**src/inc/servo_seq_pkg.sv**
```systemverilog
package servo_seq_pkg;
  // parameter indices (register port address)
  localparam logic [2:0] IDX_DEAD_BAND  = 3'h0;
  localparam logic [2:0] IDX_BRAKE_DLY  = 3'h1;
  localparam logic [2:0] IDX_ZERO_SPEED = 3'h2;
  localparam logic [2:0] IDX_STOP_OPT   = 3'h3;
  localparam logic [2:0] IDX_ALARM_OPT  = 3'h4;
  localparam logic [2:0] IDX_STATION    = 3'h5;
  localparam logic [2:0] IDX_RESERVED   = 3'h6;
  // reset values
  localparam logic [15:0] RST_DEAD_BAND  = 16'h000a;
  localparam logic [15:0] RST_BRAKE_DLY  = 16'h0064;
  localparam logic [15:0] RST_ZERO_SPEED = 16'h0032;
  localparam logic [15:0] RST_STOP_OPT   = 16'h0010;
  localparam logic [15:0] RST_ALARM_OPT  = 16'h0000;
  localparam logic [15:0] RST_STATION    = 16'h0001;
  // ranges
  localparam logic [15:0] MAX_DEAD_BAND  = 16'h03e8;
  localparam logic [15:0] MAX_BRAKE_MAG  = 16'h03e8;
  localparam logic [15:0] MAX_ZERO_SPEED = 16'h2710;
  localparam logic [15:0] MIN_STATION    = 16'h0001;
  localparam logic [15:0] MAX_STATION    = 16'h0020;
  // field positions (one hex digit each)
  localparam int FLD_X = 0;
  localparam int FLD_Y = 4;
  localparam int FLD_Z = 8;
  // timing
  localparam int CLK_HZ        = 40_000_000;
  localparam int TICK_PERIOD_US = 1000;
  localparam int TICK_CYCLES   = CLK_HZ / 1_000_000 * TICK_PERIOD_US;

  typedef struct packed {
    logic        wr;
    logic [2:0]  addr;
    logic [15:0] data;
  } param_wr_t;

  typedef struct packed {
    logic servo_on;
    logic undervoltage;
    logic overload_warn;
    logic alarm_clear;
    logic speed_mode;
  } drive_status_t;

  typedef enum logic [1:0] {
    ST_OFF      = 2'b00,
    ST_RUN      = 2'b01,
    ST_STOPPING = 2'b11
  } seq_state_t;
endpackage

```
**src/core/ms_delay.sv**
```systemverilog
module ms_delay #(
  parameter int WIDTH = 11
) (
  // clock and reset
  input  wire logic             ref_clk_in,
  input  wire logic             sys_rst_in,
  // control
  input  wire logic             restart_in,
  input  wire logic             tick_in,
  input  wire logic [WIDTH-1:0] target_in,
  output logic                  done_out
);
  logic [WIDTH-1:0] count;
  logic [WIDTH-1:0] next_count;

  always_comb
  begin
    next_count = count;
    if (restart_in)
      next_count = '0;
    else if (tick_in && count < target_in)
      next_count = count + 1'b1;
  end

  always_ff @(posedge ref_clk_in or posedge sys_rst_in)
  begin
    if (sys_rst_in)
      count <= '0;
    else
      count <= next_count;
  end

  // restart clears done so a stale expiry never leaks into the new state
  assign done_out = !restart_in && (count >= target_in);
endmodule

```
**src/core/servo_sequence.sv**
```systemverilog
// Functional notes
// - analog speed command below dead band is treated as zero speed
// - non-negative brake delay: brake interlock drops that many ms after servo-on drops
// - negative brake delay: brake interlock drops first, servo off after magnitude ms
// - zero-speed output asserted while motor speed magnitude is below the window
// - undervoltage raises alarm and stops; restart option resumes without alarm reset
// - speed mode stop is instantaneous when y=1 or on a warning stop, decelerating otherwise
// - alarm-history clear written 1 acts at next power-up, then self-clears
// - overload warning stops motor immediately when y=1, ignored when y=0
// - after alarm clear, display stays on alarm when z=0, returns when z=1
// - serial link answers using station number 1 to 32, default 1
module servo_sequence
  import servo_seq_pkg::*;
#(
  parameter int CMD_W   = 16,
  parameter int SPEED_W = 16
) (
  // clock and reset
  input  wire logic                       ref_clk_in,
  input  wire logic                       sys_rst_in,
  // parameter port from the serial link
  input  wire servo_seq_pkg::param_wr_t   param_wr_in,
  input  wire logic [2:0]                 param_rd_addr_in,
  output logic [15:0]                     param_rd_data_out,
  // drive status inputs
  input  wire servo_seq_pkg::drive_status_t status_in,
  input  wire logic signed [CMD_W-1:0]    speed_cmd_mv_in,
  input  wire logic signed [SPEED_W-1:0]  motor_speed_in,
  input  wire logic                       power_up_in,
  input  wire logic [7:0]                 link_station_in,
  // outputs
  output logic signed [CMD_W-1:0]         speed_cmd_eff_out,
  output logic                            brake_interlock_out,
  output logic                            servo_enable_out,
  output logic                            zero_speed_output_out,
  output logic                            undervolt_alarm_out,
  output logic                            stop_instant_out,
  output logic                            stop_decel_out,
  output logic                            history_clear_out,
  output logic                            show_alarm_screen_out,
  output logic                            station_match_out,
  output logic [5:0]                      station_number_out
);
  logic [15:0] dead_band;
  logic [15:0] brake_dly;
  logic [15:0] zero_window;
  logic [15:0] stop_opt;
  logic [15:0] alarm_opt;
  logic [15:0] station;
  logic [15:0] next_dead_band;
  logic [15:0] next_brake_dly;
  logic [15:0] next_zero_window;
  logic [15:0] next_stop_opt;
  logic [15:0] next_alarm_opt;
  logic [15:0] next_station;

  // parameter store; out-of-range writes are refused and keep the old value, option writes are masked to their field bits
  always_comb
  begin
    next_dead_band   = dead_band;
    next_brake_dly   = brake_dly;
    next_zero_window = zero_window;
    next_stop_opt    = stop_opt;
    next_alarm_opt   = alarm_opt;
    next_station     = station;
    if (param_wr_in.wr)
    begin
      unique case (param_wr_in.addr)
        IDX_DEAD_BAND:
          if (param_wr_in.data <= MAX_DEAD_BAND)
            next_dead_band = param_wr_in.data;
        IDX_BRAKE_DLY:
          if ($signed(param_wr_in.data) >= -$signed(MAX_BRAKE_MAG) &&
              $signed(param_wr_in.data) <= $signed(MAX_BRAKE_MAG))
            next_brake_dly = param_wr_in.data;
        IDX_ZERO_SPEED:
          if (param_wr_in.data <= MAX_ZERO_SPEED)
            next_zero_window = param_wr_in.data;
        IDX_STOP_OPT:
          next_stop_opt = param_wr_in.data & 16'h0011;
        IDX_ALARM_OPT:
          next_alarm_opt = param_wr_in.data & 16'h0111;
        IDX_STATION:
          if (param_wr_in.data >= MIN_STATION && param_wr_in.data <= MAX_STATION)
            next_station = param_wr_in.data;
        default:
          ;
      endcase
    end
    // pending history clear executes on power-up and the flag returns to 0
    // a new request written in the power-up cycle wins over the pending clear
    if (power_up_in && alarm_opt[FLD_X] &&
        !(param_wr_in.wr && param_wr_in.addr == IDX_ALARM_OPT))
      next_alarm_opt[FLD_X] = 1'b0;
  end

  always_ff @(posedge ref_clk_in or posedge sys_rst_in)
  begin
    if (sys_rst_in)
    begin
      dead_band   <= RST_DEAD_BAND;
      brake_dly   <= RST_BRAKE_DLY;
      zero_window <= RST_ZERO_SPEED;
      stop_opt    <= RST_STOP_OPT;
      alarm_opt   <= RST_ALARM_OPT;
      station     <= RST_STATION;
    end
    else
    begin
      dead_band   <= next_dead_band;
      brake_dly   <= next_brake_dly;
      zero_window <= next_zero_window;
      stop_opt    <= next_stop_opt;
      alarm_opt   <= next_alarm_opt;
      station     <= next_station;
    end
  end

  // millisecond tick, free running
  logic [15:0] tick_cnt;
  logic [15:0] next_tick_cnt;
  logic        tick;
  assign tick = (tick_cnt == 16'(TICK_CYCLES - 1));

  always_comb
  begin
    next_tick_cnt = tick ? 16'h0000 : tick_cnt + 16'h0001;
  end

  always_ff @(posedge ref_clk_in or posedge sys_rst_in)
  begin
    if (sys_rst_in)
      tick_cnt <= 16'h0000;
    else
      tick_cnt <= next_tick_cnt;
  end

  // brake sequence
  logic        son_q;
  logic        son_edge;
  logic        brake_neg;
  logic [10:0] brake_mag;
  logic        dly_done;
  seq_state_t  state;
  seq_state_t  next_state;

  assign brake_neg = brake_dly[15];
  assign brake_mag = brake_neg ? 11'(-brake_dly) : brake_dly[10:0];
  assign son_edge  = status_in.servo_on ^ son_q;

  ms_delay #(
    .WIDTH (11)
  ) u_brake_delay (
    .ref_clk_in (ref_clk_in),
    .sys_rst_in (sys_rst_in),
    .restart_in (son_edge),
    .tick_in    (tick),
    .target_in  (brake_mag),
    .done_out   (dly_done)
  );

  always_comb
  begin
    next_state = state;
    unique case (state)
      ST_OFF:
        if (status_in.servo_on)
          next_state = ST_RUN;
      ST_RUN:
        if (!status_in.servo_on)
          next_state = ST_STOPPING;
      ST_STOPPING:
        if (status_in.servo_on)
          next_state = ST_RUN;
        else if (dly_done)
          next_state = ST_OFF;
      default:
        next_state = ST_OFF;
    endcase
  end

  // stop requests from undervoltage or a warning with stop option
  logic uv_latched;
  logic next_uv_latched;
  logic alarm_shown;
  logic next_alarm_shown;
  logic stop_req;
  logic warn_stop;

  assign warn_stop = alarm_opt[FLD_Y] && status_in.overload_warn;

  always_comb
  begin
    next_uv_latched = uv_latched;
    if (status_in.undervoltage)
      next_uv_latched = 1'b1;
    else if (stop_opt[FLD_X] || status_in.alarm_clear)
      next_uv_latched = 1'b0;
    // alarm screen persists after clear unless the return option is set
    next_alarm_shown = alarm_shown;
    if (status_in.undervoltage)
      next_alarm_shown = 1'b1;
    else if (status_in.alarm_clear && alarm_opt[FLD_Z])
      next_alarm_shown = 1'b0;
  end

  assign stop_req = uv_latched || status_in.undervoltage || warn_stop;

  always_ff @(posedge ref_clk_in or posedge sys_rst_in)
  begin
    if (sys_rst_in)
    begin
      son_q       <= 1'b0;
      state       <= ST_OFF;
      uv_latched  <= 1'b0;
      alarm_shown <= 1'b0;
    end
    else
    begin
      son_q       <= status_in.servo_on;
      state       <= next_state;
      uv_latched  <= next_uv_latched;
      alarm_shown <= next_alarm_shown;
    end
  end

  // registered outputs
  logic [15:0] cmd_mag;
  logic [15:0] spd_mag;
  assign cmd_mag = speed_cmd_mv_in[CMD_W-1] ? 16'(-speed_cmd_mv_in) : 16'(speed_cmd_mv_in);
  assign spd_mag = motor_speed_in[SPEED_W-1] ? 16'(-motor_speed_in) : 16'(motor_speed_in);

  always_ff @(posedge ref_clk_in or posedge sys_rst_in)
  begin
    if (sys_rst_in)
    begin
      speed_cmd_eff_out     <= '0;
      brake_interlock_out   <= 1'b0;
      servo_enable_out      <= 1'b0;
      zero_speed_output_out <= 1'b0;
      undervolt_alarm_out   <= 1'b0;
      stop_instant_out      <= 1'b0;
      stop_decel_out        <= 1'b0;
      history_clear_out     <= 1'b0;
      show_alarm_screen_out <= 1'b0;
      station_match_out     <= 1'b0;
      station_number_out    <= 6'h01;
      param_rd_data_out     <= 16'h0000;
    end
    else
    begin
      speed_cmd_eff_out <= (cmd_mag < dead_band) ? '0 : speed_cmd_mv_in;
      // negative delay drops the brake at once, positive holds it through the wait
      brake_interlock_out <= (next_state == ST_RUN) ||
                             (next_state == ST_STOPPING && !brake_neg);
      servo_enable_out <= (next_state == ST_RUN && !stop_req) ||
                          (next_state == ST_STOPPING && brake_neg);
      zero_speed_output_out <= (spd_mag < zero_window);
      undervolt_alarm_out   <= status_in.undervoltage || uv_latched;
      stop_instant_out <= (status_in.speed_mode && stop_opt[FLD_Y] && stop_req) ||
                          warn_stop;
      stop_decel_out <= status_in.speed_mode && !stop_opt[FLD_Y] && stop_req &&
                        !warn_stop;
      history_clear_out     <= power_up_in && alarm_opt[FLD_X];
      show_alarm_screen_out <= next_alarm_shown;
      station_match_out     <= (16'(link_station_in) == station);
      station_number_out    <= station[5:0];
      unique case (param_rd_addr_in)
        IDX_DEAD_BAND:  param_rd_data_out <= dead_band;
        IDX_BRAKE_DLY:  param_rd_data_out <= brake_dly;
        IDX_ZERO_SPEED: param_rd_data_out <= zero_window;
        IDX_STOP_OPT:   param_rd_data_out <= stop_opt;
        IDX_ALARM_OPT:  param_rd_data_out <= alarm_opt;
        IDX_STATION:    param_rd_data_out <= station;
        default:        param_rd_data_out <= 16'h0000;
      endcase
    end
  end
endmodule

```
**config.mk**
```make
export PLATFORM = sky130hd
export DESIGN_NAME = servo_sequence
export DESIGN_NICKNAME = d
export VERILOG_FILES = /design/src/inc/servo_seq_pkg.sv /design/src/core/ms_delay.sv /design/src/core/servo_sequence.sv
export SDC_FILE = /design/constraint.sdc
export NUM_CORES = 1
export LEC_CHECK = 0
export CORE_UTILIZATION = 55
export DETAILED_ROUTE_END_ITERATION = 10
export DONT_BUFFER_PORTS = 1
export PLACE_DENSITY = 0.83
export SLEW_MARGIN = 0
export SYNTH_ARGS = -nofsm -noshare
export SYNTH_HDL_FRONTEND = slang
export SYNTH_SLANG_ARGS = --single-unit
```
**constraint.sdc**
```tcl
create_clock -name ref_clk_in -period 5.3 [get_ports ref_clk_in]
set_input_delay 1.325 -clock ref_clk_in [delete_from_list [all_inputs] [get_ports ref_clk_in]]
set_output_delay 1.325 -clock ref_clk_in [all_outputs]
set_load 0.05 [all_outputs]
```
==> flow_results.org <==
** STA
- Minimum clock period after layout :: 4.08 ns
- At the pin with the least slew margin, the transition time is 0.988 ns.
- Maximum clock skew at final layout :: 0.00766 ns
- Setup violations remaining at the end of the flow were counted as 0.
- Final hold violation count :: 0
- The worst path uses 77.0% of the clock period.
- Measured against its own limit, the worst slew margin works out to 34.1%.
- Setup repair after global routing left no endpoint under its margin.
- Highest achievable clock rate :: 245 MHz
- Across all hold checks on the routed design, the worst slack comes to 0.401 ns.
- Final slew viol count :: 0
- Sum of negative setup slack :: 0 ns

** Detailed routing
- Antenna Nets Post-Route :: 0
- Across all layers, the routed design uses 5927 vias.
- Number of design rule violations left after detail routing :: 0
- After detailed routing, the average wire length per cell comes to 18.7 um.
- Detailed Routing Iterations Pass 1 :: 5
- The routed design has 17900 um of wire.
- In this run, the number of DRC markers left after iteration 0 of detailed routing was 538.
- Ratio of routed vias to standard cells :: 6.17

** Critical path
- The signal on the critical path passes through or4_1 > or3_1 > or2_2 > nor4b_1 > ha_1 > nand4_1 > a2111oi_0 > a21oi_1 > a21boi_0.
- Worst endpoint data arrival time :: 4.34 ns
- R2r startpoint :: brake_dly[4]
- The critical path crosses 9 cells after its start point.
- Dominant delay contributor by cell family on the critical path :: simple AND/OR/NAND/NOR gates
- Critical path launch point type :: input pin
- Depth of the worst register-to-register path :: 9
- The largest single stage delay on the critical path is 0.80 ns.
- The endpoint identified for the worst register-to-register timing path is state[0].
- End point of the critical path :: speed_cmd_eff_out[8]
- STA classifies the critical path endpoint as a flip-flop.
- The setup check on the worst reg-to-reg path leaves a slack of 1.55 ns.
- Classification of the worst setup path :: input pin to flip-flop
- Of all nets on the critical path, the largest fanout is 16.
- Required time reported for the critical path endpoint :: 5.56 ns
- Buffer and inverter count on the worst path :: 0
- The slowest stage of the critical path is the sky130_fd_sc_hd__a21oi_1 cell.
- The most critical setup path has its startpoint at speed_cmd_mv_in[9].

** Finish
- Fillers :: 1118
- Net count reported at finish :: 884
- Layout cell share with drive strength beyond 1 :: 11.8%
- Antenna diode instance count :: 0
- The area growth from synthesis to layout is 9.01%.

** Clock network
- Once the clock tree was built, the setup fixing pass inserted 0 buffers.
- Hold repair after CTS inserted 0 buffers.
- Gates resized during post-CTS repair numbered 0.
- H-tree depth :: 4
- Buffers from clock root to sink, at most :: 2
- CTS Sinks :: 147
- CTS placed an instance of sky130_fd_sc_hd__clkbuf_16 at the clock tree root.
- For the worst-skew pair, the clock arrives at the later sink with an insertion delay of 0.43 ns.
- Clock buffers created by TritonCTS :: 17
- After clock tree synthesis, the clock-pin slew on the worst setup and hold paths is 0.06 ns.
- TritonCTS built the clock tree.

** Yosys
- Post-synth net total :: 888
- Part of the Yosys area used for sequential elements :: 46.7%
- Number of flops mapped to enable cells by yosys :: 0
- The synthesized netlist occupies a cell area of 7910 um2.
- A synthesized cell averages 10.3 um2.
- The synthesized netlist contains 59 unique library cells.
- In this run, synthesis produced a sequential element count of 147.
- Of all flip-flops after synthesis, the portion carrying an async set or reset was 100%.
- Total of warnings raised by yosys :: 0
- For this run, the leading register cell type out of synthesis is sky130_fd_sc_hd__dfrtp_1.
- Post-synthesis instance total :: 771

** Floorplanning
- Die area :: 14900 um2
- 118 I/O pins were placed.
- Starting density of the core :: 56.7%
- Y dimension of the die :: 122 um
- Die width :: 122 um
- Core Box Area :: 13900 um2
- The floorplan has 43 rows.

** Global routing
- Global Route Usage Sum :: 24.9%
- Via count of the first global-routing pass :: 5605
- The first global-routing pass estimated 28300 um of wire.
- Number of antenna violations at the first check in global routing :: 0
- Pin count of the biggest net entering global routing :: 66
- Residual overflow from global routing :: 0

** Job
- Across the run, the number of max-cap violations was 0.

** Pwr
- The worst-case IR drop observed on VDD is 0.000233 V.
- For this design the ratio of total power to cell area is 312 nW/um2.
- Static leakage power :: 3.94 nW

** Worst hold path
- Type of the tightest min-delay check :: flip-flop to flip-flop

** Status
- Status :: finished clean

** Placed design
- The wire-length estimate of the detail-placed layout is 13100 um.
- Number of buffers added on ports :: 0
- At the end of routability-driven placement, the weighted congestion stood at 0.885.
==> synthesized netlist by cell type, drive strengths merged, types with 12 or more instances <==
cell type / n / area share (%)
mux2i: 17 / 2.2
clkbuf: 23 / 1.1
a21o: 14 / 1.3
xnor2: 41 / 4.5
xor2: 18 / 2.0
nand4: 19 / 1.5
nor2: 47 / 2.2
a21boi: 14 / 1.3
or4: 12 / 1.1
mux2: 34 / 4.8
nor2b: 15 / 1.2
nand2: 58 / 2.8
a21oi: 43 / 2.7
ha: 46 / 7.3
o21ai: 46 / 2.9
inv: 43 / 2.0
o31ai: 18 / 1.7
dfrtp: 136 / 43
==> layer usage <==
metal / share of wire, % / track usage (%)
met5: 0 / 0
met4: 2.7 / 9.26
met3: 8.5 / 7.82
met2: 45 / 36.5
met1: 44 / 34.6
==> logic make-up (layout without fill, tap and decap cells) <==
group,after synthesis,count (layout),synth area share (%)
XOR/XNOR,59,59,6.54
AO/OA/AOI/OAI,169,169,13.5
buffers and inverters,70,79,3.36
adder cells (fa/ha/maj),46,46,7.28
multiplexers,52,52,7.28
AND/OR/NAND/NOR,228,228,15.3
flip-flops,147,147,46.7
==> where the power goes <==
part | total [mW] | internal, mW | switching (mW)
clock | 1.12 | 0.631 | 0.490
sequential | 1.28 | 1.18 | 0.0972
combinational | 0.291 | 0.130 | 0.160
==> sequential cells by signal (all words and copies together), names as in the netlist, 2 cells and up <==
register             count
zero_window             16
tick_cnt                16
speed_cmd_eff_out       16
state                    2
station_number_out       6
stop_opt                 2
u_brake_delay.count     11
alarm_opt                3
brake_dly               16
station                 16
param_rd_data_out       16
dead_band               16
==> area by class of cell <==
| type | instances | area (um2) | share of cell area (%) |
|---|---|---|---|
| clock buffers | 20 | 457 | 5.30 |
| clock inverters | 12 | 98.8 | 1.15 |
| inverters | 43 | 166 | 1.93 |
| multi-input cells | 554 | 3950 | 45.8 |
| flip-flops and latches | 147 | 3690 | 42.8 |
| well taps | 180 | 225 | 2.61 |
| repair buffers | 4 | 30.0 | 0.348 |
==> through the flow <==
| stage | area (um2) | utilization [%] | setup WS, ns | power (mW) | std cells |
|---|---|---|---|---|---|
| floorplan | 7910 | - | 0.0419 | 1.52 | 771 |
| global placement | 8060 | 57.9 | 0.896 | 1.57 | 928 |
| detailed placement | 8060 | 57.9 | 0.787 | 1.58 | 928 |
| CTS | 8620 | 61.8 | 1.20 | 2.70 | 960 |
| global route | 8620 | 61.8 | 0.916 | 2.80 | 960 |
| finish | 8620 | 61.8 | 1.22 | 2.69 | 960 |
==> cells in the final DEF, fill, tap and decap left out, types with 4 or more instances in the layout <==
cell                         instances
sky130_fd_sc_hd__dfrtp_1           136
sky130_fd_sc_hd__nand2_1            58
sky130_fd_sc_hd__nor2_1             47
sky130_fd_sc_hd__o21ai_0            46
sky130_fd_sc_hd__ha_1               46
sky130_fd_sc_hd__a21oi_1            43
sky130_fd_sc_hd__inv_1              42
sky130_fd_sc_hd__xnor2_1            41
sky130_fd_sc_hd__mux2_2             34
sky130_fd_sc_hd__nand4_1            19
sky130_fd_sc_hd__xor2_1             18
sky130_fd_sc_hd__o31ai_1            18
sky130_fd_sc_hd__mux2i_1            17
sky130_fd_sc_hd__clkbuf_16          17
sky130_fd_sc_hd__nor2b_1            15
sky130_fd_sc_hd__a21o_1             14
sky130_fd_sc_hd__a21boi_0           14
sky130_fd_sc_hd__or4_1              12
sky130_fd_sc_hd__or3_1              11
sky130_fd_sc_hd__dfstp_2            11
sky130_fd_sc_hd__nand3_1            10
sky130_fd_sc_hd__nand2b_1            9
sky130_fd_sc_hd__nor3_1              8
sky130_fd_sc_hd__nor4_1              6
sky130_fd_sc_hd__and2_1              6
sky130_fd_sc_hd__o21a_1              6
sky130_fd_sc_hd__or2_2               5
sky130_fd_sc_hd__o41ai_1             5
sky130_fd_sc_hd__and3_1              5
sky130_fd_sc_hd__a211oi_1            4
sky130_fd_sc_hd__inv_6               4
sky130_fd_sc_hd__clkinvlp_4          4
sky130_fd_sc_hd__buf_4               4
==> worst min path at each step <==
| stage | from | to | slack, ns | depth (start not counted) |
|---|---|---|---|---|
| 3_3_place_gp | station[0] | station_number_out[0] | 0.38 | 0 |
| 6_report | station[0] | station_number_out[0] | 0.40 | 0 |
| 2_1_floorplan | station[0] | station_number_out[0] | 0.37 | 0 |
| 5_1_grt | station[0] | station_number_out[0] | 0.41 | 0 |
| 4_1_cts | station[0] | station_number_out[0] | 0.40 | 0 |
| 3_5_place_dp | station[0] | station_number_out[0] | 0.39 | 0 |
Note: power is estimated with default switching activity, not from simulation.
